File: src/hw/ulpi_hs_pkg.sv
// shared constants for the ulpi bus handshake block
package ulpi_hs_pkg;
  localparam int unsigned DATA_W        = 8;          // parallel bus width
  localparam int unsigned SYS_CLK_MHZ   = 250;        // block clock rate
  localparam int unsigned IFC_CLK_MHZ   = 60;         // link interface clock rate, unused; divider gives 31.25
  localparam int unsigned IFC_DIV       = 4;          // sys cycles per ifc half period
  localparam int unsigned DIV_W         = 3;          // divider counter width
  localparam logic [7:0]  RXCMD_IDLE    = 8'h00;      // rxcmd reset value
  localparam logic [7:0]  TXCMD_NONE    = 8'h00;      // idle bus value from link
  localparam logic [1:0]  MODE_SYNC     = 2'h0;       // synchronous mode code
  localparam logic [1:0]  MODE_LOWPWR   = 2'h1;       // low-power mode code
  localparam logic [1:0]  MODE_SERIAL   = 2'h2;       // serial mode code
  localparam logic [1:0]  MODE_UART     = 2'h3;       // uart mode code
endpackage

File: src/hw/ulpi_bus_handshake.sv
// device-side dir/nxt/stp handshake of a ulpi parallel bus
//
// What this block and its link do
// [RULE1] dir low by default in sync mode
// [RULE2] in sync mode, dir high only with bytes for link
// [RULE3] dir and nxt high means usb data
// [RULE4] dir high nxt low: rxcmd or readback
// [RULE5] each dir change gives one turnaround cycle
// [RULE6] dir held high in non-sync modes
// [RULE7] link pulses stp after last byte
// [RULE8] stp from link forces dir low
// [RULE9] held stp wakes device to sync
// [RULE10] dir low: nxt requests next tx byte
// [RULE11] dir high: nxt marks valid usb byte
// [RULE12] nxt unused outside sync mode
// [RULE13] link idles bus low, txcmd nonzero
// [RULE14] link ignores bus one cycle after dir
// [RULE15] device supplies interface clock, sync signals
// [RULE16] link releases bus while dir high
`timescale 1ns/1ps
module ulpi_bus_handshake
  import ulpi_hs_pkg::*;
(
  input  wire logic              clk_sys_i,     // block clock
  input  wire logic              rst_i,         // sync reset, active high
  output logic                   ifc_clk_o,     // interface clock to link
  input  wire logic              stp_i,         // stop from link (async pin)
  input  wire logic [DATA_W-1:0] data_i,        // bus level seen at pins
  output logic [DATA_W-1:0]      data_o,        // bus value driven by device
  output logic [DATA_W-1:0]      data_oe_o,     // high while device drives bus
  output logic                   dir_o,         // bus direction, high = to link
  output logic                   nxt_o,         // throttle / data valid
  input  wire logic [1:0]        mode_i,        // operating mode request
  input  wire logic              rx_valid_i,    // usb rx byte available
  input  wire logic [DATA_W-1:0] rx_data_i,     // usb rx byte
  input  wire logic              rxcmd_req_i,   // status change pending
  input  wire logic [DATA_W-1:0] rxcmd_i,       // status byte
  input  wire logic              rd_valid_i,    // register read data ready
  input  wire logic [DATA_W-1:0] rd_data_i,     // register read data
  output logic                   rx_taken_o,    // rx byte consumed (pulse)
  output logic                   rxcmd_taken_o, // rxcmd consumed (pulse)
  output logic                   rd_taken_o,    // read data consumed (pulse)
  input  wire logic              tx_ready_i,    // core can accept tx byte
  output logic                   tx_valid_o,    // tx byte captured (pulse)
  output logic [DATA_W-1:0]      tx_data_o,     // captured tx byte
  output logic                   tx_last_o,     // stp ended transfer (pulse)
  output logic                   wake_o         // wake request seen (pulse)
);

  // bus states
  typedef enum logic [2:0] {
    ST_LISTEN,   // dir low, waiting for txcmd
    ST_TX,       // dir low, taking bytes
    ST_TURN_UP,  // turnaround toward link
    ST_DRIVE,    // dir high, driving bytes
    ST_TURN_DN,  // turnaround toward device
    ST_PARKED    // non-sync mode, dir held high
  } bus_state_t;

  bus_state_t        state_q;     // current bus state
  logic [DIV_W-1:0]  div_q;       // interface clock divider
  logic              tick;        // one interface cycle enable
  logic              stp_m_q;     // stp sync stage 1
  logic              stp_s_q;     // stp sync stage 2
  logic [DATA_W-1:0] din_m_q;     // data sync stage 1
  logic [DATA_W-1:0] din_s_q;     // data sync stage 2
  logic              nxt_q;       // registered nxt
  logic [DATA_W-1:0] dout_q;      // registered bus output
  logic              sync_mode;   // synchronous mode selected
  logic              have_data;   // something to deliver
  logic              rx_take;     // rx byte goes out this cycle
  logic              rd_take;     // read data goes out this cycle
  logic              cmd_take;    // rxcmd goes out this cycle

  // divider: interface clock and a one-cycle enable per rising edge
  always_ff @(posedge clk_sys_i) begin
    if (rst_i) begin
      div_q     <= '0;
      ifc_clk_o <= 1'b0;
    end else if (div_q == DIV_W'(IFC_DIV - 1)) begin
      div_q     <= '0;
      ifc_clk_o <= ~ifc_clk_o;  // see [RULE15]
    end else begin
      div_q <= div_q + DIV_W'(1);
    end
  end
  // bus updates at interface rising edge; link samples it half a period later, at the falling edge
  assign tick = (div_q == DIV_W'(IFC_DIV - 1)) && !ifc_clk_o;

  // two-flop synchronisers for pin inputs
  always_ff @(posedge clk_sys_i) begin
    if (rst_i) begin
      stp_m_q <= 1'b0;
      stp_s_q <= 1'b0;
      din_m_q <= '0;
      din_s_q <= '0;
    end else begin
      stp_m_q <= stp_i;
      stp_s_q <= stp_m_q;
      din_m_q <= data_i;
      din_s_q <= din_m_q;
    end
  end

  assign sync_mode = (mode_i == MODE_SYNC);
  assign have_data = rx_valid_i || rxcmd_req_i || rd_valid_i;

  // in drive state: usb data beats read data beats status
  assign rx_take  = tick && (state_q == ST_DRIVE) && !stp_s_q && rx_valid_i;
  assign rd_take  = tick && (state_q == ST_DRIVE) && !stp_s_q && !rx_valid_i && rd_valid_i;
  assign cmd_take = tick && (state_q == ST_DRIVE) && !stp_s_q && !rx_valid_i && !rd_valid_i
                    && rxcmd_req_i;

  // bus state machine
  always_ff @(posedge clk_sys_i) begin
    if (rst_i) begin
      state_q <= ST_LISTEN;  // see [RULE1]
    end else if (tick) begin
      unique case (state_q)
        ST_LISTEN: begin
          if (!sync_mode) begin
            state_q <= ST_TURN_UP;
          end else if (din_s_q != TXCMD_NONE) begin
            state_q <= ST_TX;  // nonzero byte is a txcmd
          end else if (have_data) begin
            state_q <= ST_TURN_UP;  // see [RULE2]
          end
        end
        ST_TX: begin
          if (stp_s_q) begin
            state_q <= ST_LISTEN;  // see [RULE7]
          end
        end
        ST_TURN_UP: begin
          state_q <= sync_mode ? ST_DRIVE : ST_PARKED;  // see [RULE5]
        end
        ST_DRIVE: begin
          if (!sync_mode) begin
            state_q <= ST_PARKED;
          end else if (stp_s_q || !have_data) begin
            state_q <= ST_TURN_DN;  // see [RULE8]
          end
        end
        ST_TURN_DN: begin
          state_q <= ST_LISTEN;  // see [RULE5]
        end
        ST_PARKED: begin
          if (stp_s_q) begin
            state_q <= ST_TURN_DN;  // see [RULE9]
          end
        end
      endcase
    end
  end

  // dir from state: high in turn-up, drive and parked
  always_comb begin
    dir_o = (state_q == ST_TURN_UP) || (state_q == ST_DRIVE)
            || (state_q == ST_PARKED);  // see [RULE6]
  end

  // nxt and outgoing byte, one interface cycle each
  always_ff @(posedge clk_sys_i) begin
    if (rst_i) begin
      nxt_q  <= 1'b0;
      dout_q <= RXCMD_IDLE;
    end else if (tick) begin
      if (rx_take) begin
        nxt_q  <= 1'b1;  // see [RULE11]
        dout_q <= rx_data_i;  // see [RULE3]
      end else if (rd_take) begin
        nxt_q  <= 1'b0;
        dout_q <= rd_data_i;  // see [RULE4]
      end else if (cmd_take) begin
        nxt_q  <= 1'b0;
        dout_q <= rxcmd_i;  // see [RULE4]
      end else if (state_q == ST_TX || (state_q == ST_LISTEN && din_s_q != TXCMD_NONE)) begin
        nxt_q <= tx_ready_i && !stp_s_q;  // see [RULE10]
      end else begin
        nxt_q <= 1'b0;  // held low where it has no meaning, see [RULE12]
      end
    end
  end

  // bus drive only in drive state; turnaround leaves bus released
  assign nxt_o     = nxt_q;
  assign data_o    = dout_q;
  assign data_oe_o = {DATA_W{state_q == ST_DRIVE}};

  // core-side pulses
  always_ff @(posedge clk_sys_i) begin
    if (rst_i) begin
      tx_valid_o    <= 1'b0;
      tx_data_o     <= '0;
      tx_last_o     <= 1'b0;
      wake_o        <= 1'b0;
      rx_taken_o    <= 1'b0;
      rd_taken_o    <= 1'b0;
      rxcmd_taken_o <= 1'b0;
    end else begin
      // byte after an nxt cycle belongs to the transfer
      tx_valid_o    <= tick && state_q == ST_TX && nxt_q && !stp_s_q;  // see [RULE10]
      tx_last_o     <= tick && state_q == ST_TX && stp_s_q;
      wake_o        <= tick && state_q == ST_PARKED && stp_s_q;
      rx_taken_o    <= rx_take;
      rd_taken_o    <= rd_take;
      rxcmd_taken_o <= cmd_take;
      if (tick && state_q == ST_TX && nxt_q) begin
        tx_data_o <= din_s_q;
      end
    end
  end

  // dir never jumps straight between drive and listen
  no_skip_turn_a: assert property (@(posedge clk_sys_i) disable iff (rst_i)
    (state_q == ST_DRIVE && tick && sync_mode && (stp_s_q || !have_data))
    |=> state_q == ST_TURN_DN) else $error("no turnaround after drive");  // see [RULE5]
  // bus released during turnaround
  turn_release_a: assert property (@(posedge clk_sys_i) disable iff (rst_i)
    (state_q == ST_TURN_UP || state_q == ST_TURN_DN) |-> data_oe_o == '0)
    else $error("bus driven in turnaround");  // see [RULE5]
  // dir low means device not driving
  dir_low_a: assert property (@(posedge clk_sys_i) disable iff (rst_i)
    !dir_o |-> data_oe_o == '0) else $error("drive with dir low");  // see [RULE1]
  // parked keeps dir high until stp
  parked_dir_a: assert property (@(posedge clk_sys_i) disable iff (rst_i)
    (state_q == ST_PARKED && !stp_s_q) |=> dir_o) else $error("dir dropped parked");  // see [RULE6]
  // stp while parked leads to turn-down on the next cycle, with dir low
  wake_path_a: assert property (@(posedge clk_sys_i) disable iff (rst_i)
    (state_q == ST_PARKED && tick && stp_s_q) |=> state_q == ST_TURN_DN ##[1:8] !dir_o)
    else $error("wake did not return to sync");  // see [RULE9]
  // usb byte goes out with nxt
  rx_nxt_a: assert property (@(posedge clk_sys_i) disable iff (rst_i)
    rx_take |=> nxt_o && data_o == $past(rx_data_i)) else $error("rx byte without nxt");  // see [RULE11]
  // status and readback go out with nxt low
  cmd_nxt_a: assert property (@(posedge clk_sys_i) disable iff (rst_i)
    (rd_take || cmd_take) |=> !nxt_o) else $error("rxcmd with nxt high");  // see [RULE4]
  // dir raised only with data or non-sync mode
  dir_cause_a: assert property (@(posedge clk_sys_i) disable iff (rst_i)
    (state_q == ST_LISTEN && $rose(dir_o) == 1'b0 && tick && sync_mode && !have_data
     && din_s_q == TXCMD_NONE) |=> !dir_o) else $error("dir raised without data");  // see [RULE2]
  // stp in drive drops dir at turn-down
  stp_drop_a: assert property (@(posedge clk_sys_i) disable iff (rst_i)
    (state_q == ST_DRIVE && tick && stp_s_q && sync_mode) |=> ##[1:8] !dir_o)
    else $error("stp ignored");  // see [RULE8]
  // nxt never high once parked for three cycles
  nxt_mode_a: assert property (@(posedge clk_sys_i) disable iff (rst_i)
    (state_q == ST_PARKED && $past(state_q) == ST_PARKED && $past(state_q, 2) == ST_PARKED)
    |-> !nxt_o) else $error("nxt in non-sync mode");  // see [RULE12]
  // stp ends transmit on next tick
  tx_end_a: assert property (@(posedge clk_sys_i) disable iff (rst_i)
    (state_q == ST_TX && tick && stp_s_q) |=> state_q == ST_LISTEN && tx_last_o)
    else $error("stp did not end tx");  // see [RULE7]

  // bus outputs move only on interface edges
  // link samples half a period later, so mid-cycle changes would be seen torn
  nxt_hold_a: assert property (@(posedge clk_sys_i) disable iff (rst_i)  // see [RULE15]
    !tick |=> $stable(nxt_o))
    else $error("nxt changed between ticks");

  // dir steps with the state register only
  // a stray dir glitch would start a false turnaround at the link
  dir_hold_a: assert property (@(posedge clk_sys_i) disable iff (rst_i)  // see [RULE5]
    !tick |=> $stable(dir_o))
    else $error("dir changed between ticks");

  // outgoing byte holds for the whole interface cycle
  // link may take it anywhere in the cycle
  data_hold_a: assert property (@(posedge clk_sys_i) disable iff (rst_i)  // see [RULE3]
    !tick |=> $stable(data_o))
    else $error("bus byte changed between ticks");

  // transmit runs with dir low and the bus released
  // contention here would corrupt the link's bytes
  tx_dir_low_a: assert property (@(posedge clk_sys_i) disable iff (rst_i)  // see [RULE1]
    (state_q == ST_TX) |-> (!dir_o && data_oe_o == '0))
    else $error("dir high during transmit");

  // bus driven only with dir high
  // drive without dir would fight the link's drivers
  drive_dir_a: assert property (@(posedge clk_sys_i) disable iff (rst_i)  // see [RULE2]
    (data_oe_o != '0) |-> dir_o)
    else $error("bus driven with dir low");

  // a delivered usb byte is reported back to the core
  // core drops its offer on this pulse
  rx_taken_a: assert property (@(posedge clk_sys_i) disable iff (rst_i)  // see [RULE11]
    rx_take |=> rx_taken_o)
    else $error("rx byte not reported taken");

  // turn-up lasts exactly one interface cycle
  // longer would waste bandwidth, shorter would skip the turnaround
  turn_up_a: assert property (@(posedge clk_sys_i) disable iff (rst_i)  // see [RULE5]
    (state_q == ST_TURN_UP && tick) |=> (state_q == ST_DRIVE || state_q == ST_PARKED))
    else $error("turn-up not one cycle");

  // no nxt while the bus turns back to the link
  // link ignores the bus then and could misread nxt as throttle
  turn_nxt_a: assert property (@(posedge clk_sys_i) disable iff (rst_i)  // see [RULE5]
    (state_q == ST_TURN_DN) |-> !nxt_o)
    else $error("nxt during turnaround");

  // wake is a single-cycle pulse
  // ticks are never adjacent, so a longer pulse means a stuck flag
  wake_pulse_a: assert property (@(posedge clk_sys_i) disable iff (rst_i)  // see [RULE9]
    wake_o |=> !wake_o)
    else $error("wake pulse too long");
endmodule

File: config.mk
export PLATFORM = sky130hd
export DESIGN_NAME = ulpi_bus_handshake
export DESIGN_NICKNAME = d
export VERILOG_FILES = /design/src/hw/ulpi_hs_pkg.sv /design/src/hw/ulpi_bus_handshake.sv
export SDC_FILE = /design/constraint.sdc
export NUM_CORES = 1
export LEC_CHECK = 0
export ABC_AREA = 1
export BUFFER_PORTS_ARGS = -buffer_cell sky130_fd_sc_hd__buf_2
export CELL_PAD_IN_SITES_DETAIL_PLACEMENT = 1
export CELL_PAD_IN_SITES_GLOBAL_PLACEMENT = 1
export CORE_MARGIN = 5
export CORE_UTILIZATION = 31
export DETAILED_ROUTE_END_ITERATION = 10
export PLACE_DENSITY_LB_ADDON = 0.3
export SLEW_MARGIN = 30
export SYNTH_ARGS = -nofsm -noshare
export SYNTH_HDL_FRONTEND = slang
export SYNTH_SLANG_ARGS = --single-unit
File: constraint.sdc
create_clock -name clk_sys_i -period 1.4 [get_ports clk_sys_i]
set_input_delay 0.07 -clock clk_sys_i [delete_from_list [all_inputs] [get_ports clk_sys_i]]
set_output_delay 0.07 -clock clk_sys_i [all_outputs]
set_load 0.03 [all_outputs]
==> impl_metrics.json <==
{
  "start_util": 0.322,
  "die-height_um": 91.4,
  "io_pins": 74,
  "rows": 29,
  "globalRouteTotalUtil": 0.153,
  "dr_total_vias": 2103,
  "cp.arrival_ns": 1.84,
  "cpPeakStageDelay_ns": 0.37,
  "core_mm2": 0.00639,
  "period_minus_slack_ns": 1.58,
  "fillerInstances": 796,
  "worst_setup_path_start_kind": "register",
  "finalSetupViolations": 18,
  "clk_pin_slew_ns": 0.10,
  "synthTopCellsByArea": "dfxtp_1 47%, nor2_1 10%, nand2_1 7.1%",
  "netlist_area_mm2": 0.00206,
  "dp_slack_ns": -0.144,
  "drv_cap": 0,
  "synth_flop_cell": "dfxtp_1",
  "ys_ff_latch": 48,
  "hold_path_class": "in -> reg",
  "wire_per_inst_um": 15.2,
  "synth.net_count": 314,
  "hpwl_um": 4370,
  "ys_seq_area_frac": 0.467,
  "power_leakage_uw": 0.00146,
  "status": "complete, but fails checks",
  "htreeDepth": 2,
  "insertion_delay_ns": 0.31,
  "drt_iter0_markers": 60,
  "cts_buffers": 5,
  "drc": 0,
  "dp.cells": 420,
  "hold_viol_final": 0,
  "path_max_fanout": 4,
  "vdd_ir_drop_max_uv": 538,
  "grt_setup_unrepaired": "true",
  "max_slew_margin": 0.730,
  "fmax_ghz": 0.631,
  "fin_ws_ns": -0.185,
  "drive_gt1_frac": 0.439,
  "fin_hold_ws_ns": 0.0207,
  "synth_edf_count": 0,
  "via_per_inst": 4.72,
  "port_buffers": 73,
  "grt_first_pass_wirelength_um": 10500,
  "synth-async-reset-ratio": 0,
  "yosys.area.top_type_share": 0.467,
  "yosysWarnings": 0,
  "insertedDiodeCount": 0,
  "clock-skew-final_ns": 0.00984,
  "synthTopCellsByCount": "56 x nor2_1, 48 x dfxtp_1, 39 x nand2_1, 31 x inv_1, 17 x o21ai_0",
  "cts.sinks": 48,
  "path_class": "reg -> reg",
  "synthCells": 271,
  "fin_crit_sh": 1.13,
  "cts_tree": "yes",
  "hold_depth": 3,
  "grt_max_degree": 25,
  "final_cells": 446,
  "cts_root_buffer": "clkbuf_8",
  "antenna_found_initial": 0,
  "required_ns": 1.65,
  "maxSlewViolCount": 0,
  "grt_overflow": 0,
  "die_w_um": 91.4,
  "dr.pass1.iters": 4,
  "tightestPinTransition_ns": 0.405,
  "end_kind": "register",
  "die_area_mm2": 0.00836,
  "crit_path_cell_trace": "ha_4 -> ha_4 -> nand3_4 -> nor2_4 -> buf_6 -> buf_6 -> nand4_1 -> nand3_1 -> nand2_1 -> a21oi_2",
  "power_density_mw_per_mm2": 957,
  "power.total_uw": 2940,
  "wirelength_um": 6790,
  "synth_cell_types": 25,
  "yosysTopAreaCell": "dfxtp_1",
  "area_growth_pct": 49.5,
  "layout.nets": 411,
  "synth.most_common_cell": "nor2_1",
  "avgSynthCellArea_um2": 7.59,
  "place.gp.congestion": 0.819,
  "violations": "negative setup slack",
  "worst_r2r_path_depth": 10,
  "slowest_stage": "dfxtp_2",
  "ant_nets": 0,
  "cts.path.max_buffers": 2,
  "grt_pass1_vias": 2237
}
[registers in the layout (all words and copies together), names as in the netlist, 3 cells and up]
register   flops
div_q          3
tx_data_o      8
din_s_q        8
state_q        3
din_m_q        8
data_o         8
[what timing repair did]
item | CTS | global route
cloned | 2 | 0
hold endpoints to repair | 9 | 0
hold buffers | 9 | 0
setup buffers | 5 | 2
resized for setup | 23 | 25
pin swaps | 10 | 10
setup endpoints to repair | 24 | 24
[per-stage QoR]
step | instance area, um2 | utilization | TNS, ns
after global placement | 2580 | 0.404 | -0.708
after detailed placement | 2580 | 0.404 | -1.69
after CTS | 2940 | 0.460 | -0.625
final | 3070 | 0.481 | -1.54
after global routing | 3070 | 0.481 | -3.44
after floorplan | 2100 | - | 0
[where the power goes]
| part | total [uW] | switching, uW | internal, uW |
|---|---|---|---|
| combinational | 432 | 242 | 190 |
| clock | 1070 | 526 | 539 |
| sequential | 1440 | 32.6 | 1410 |
| total | 2940 | 801 | 2140 |
[cell families after synthesis]
kind of cell             synth area share
adder cells (fa/ha/maj)            0.0122
flip-flops                          0.467
buffers and inverters               0.113
AO/OA/AOI/OAI                      0.0962
AND/OR/NAND/NOR                     0.312
[per-layer routing]
metal	GRT usage	up-vias	wire length (um)
met5	0	-	0
met4	0.0477	0	148
met1	0.175	987	2630
met3	0.0397	15	354
met2	0.275	58	3660
li1	-	1043	-
[cell type report]
class	count	area, um2	share of cell area
Multi-Input combinational cell	174	1040	0.338
Tap cell	77	96.3	0.0314
Inverter	34	133	0.0432
Timing Repair Buffer	105	722	0.235
Sequential cell	48	970	0.316
Clock buffer	5	68.8	0.0224
Clock inverter	3	46.3	0.0151
[placed cells by master, fill, tap and decap left out, types with 2 or more instances in the layout]
cell / synthesis / final
buf_2: 2 / 72
nor2_1: 56 / 51
dfxtp_1: 48 / 43
nand2_1: 39 / 31
inv_1: 31 / 29
o21ai_0: 17 / 17
nand3_1: 16 / 11
buf_4: 7 / 11
nand4_1: 9 / 9
dlygate4sd3_1: 0 / 9
buf_6: 2 / 9
nand2_2: 1 / 8
or2_2: 9 / 8
a21oi_2: 6 / 8
nand3_4: 1 / 6
a21oi_1: 7 / 5
clkbuf_8: 0 / 5
nor2_4: 1 / 4
inv_2: 3 / 4
nand3_2: 3 / 4
dfxtp_2: 0 / 4
buf_12: 0 / 3
nor2_2: 0 / 2
o21ai_2: 2 / 2
inv_6: 0 / 2
ha_4: 0 / 2
[worst max-delay path: cells and delay by family (launching register included)]
| kind | cells | cell delay [ns] |
|---|---|---|
| AOI/OAI and AO/OA | 1 | 0.12 |
| and+or+nand+nor | 5 | 0.51 |
| buffers and inverters | 2 | 0.23 |
| DFF | 1 | 0.37 |
| adders and majority gates | 2 | 0.30 |
[final timing paths]
| kind | to | slack [ns] | from |
|---|---|---|---|
| setup / recovery | data_o[3]$_SDFFE_PP0P_ | -0.18 | div_q[0]$_SDFF_PP0_ |
| hold / removal | rxcmd_taken_o$_SDFF_PP0_ | 0.02 | rxcmd_req_i |
| setup reg to reg | data_o[3]$_SDFFE_PP0P_ | -0.18 | div_q[0]$_SDFF_PP0_ |
| hold reg to reg | din_s_q[4]$_SDFF_PP0_ | 0.40 | din_m_q[4]$_SDFF_PP0_ |
Note: power is estimated with default switching activity, not from simulation.
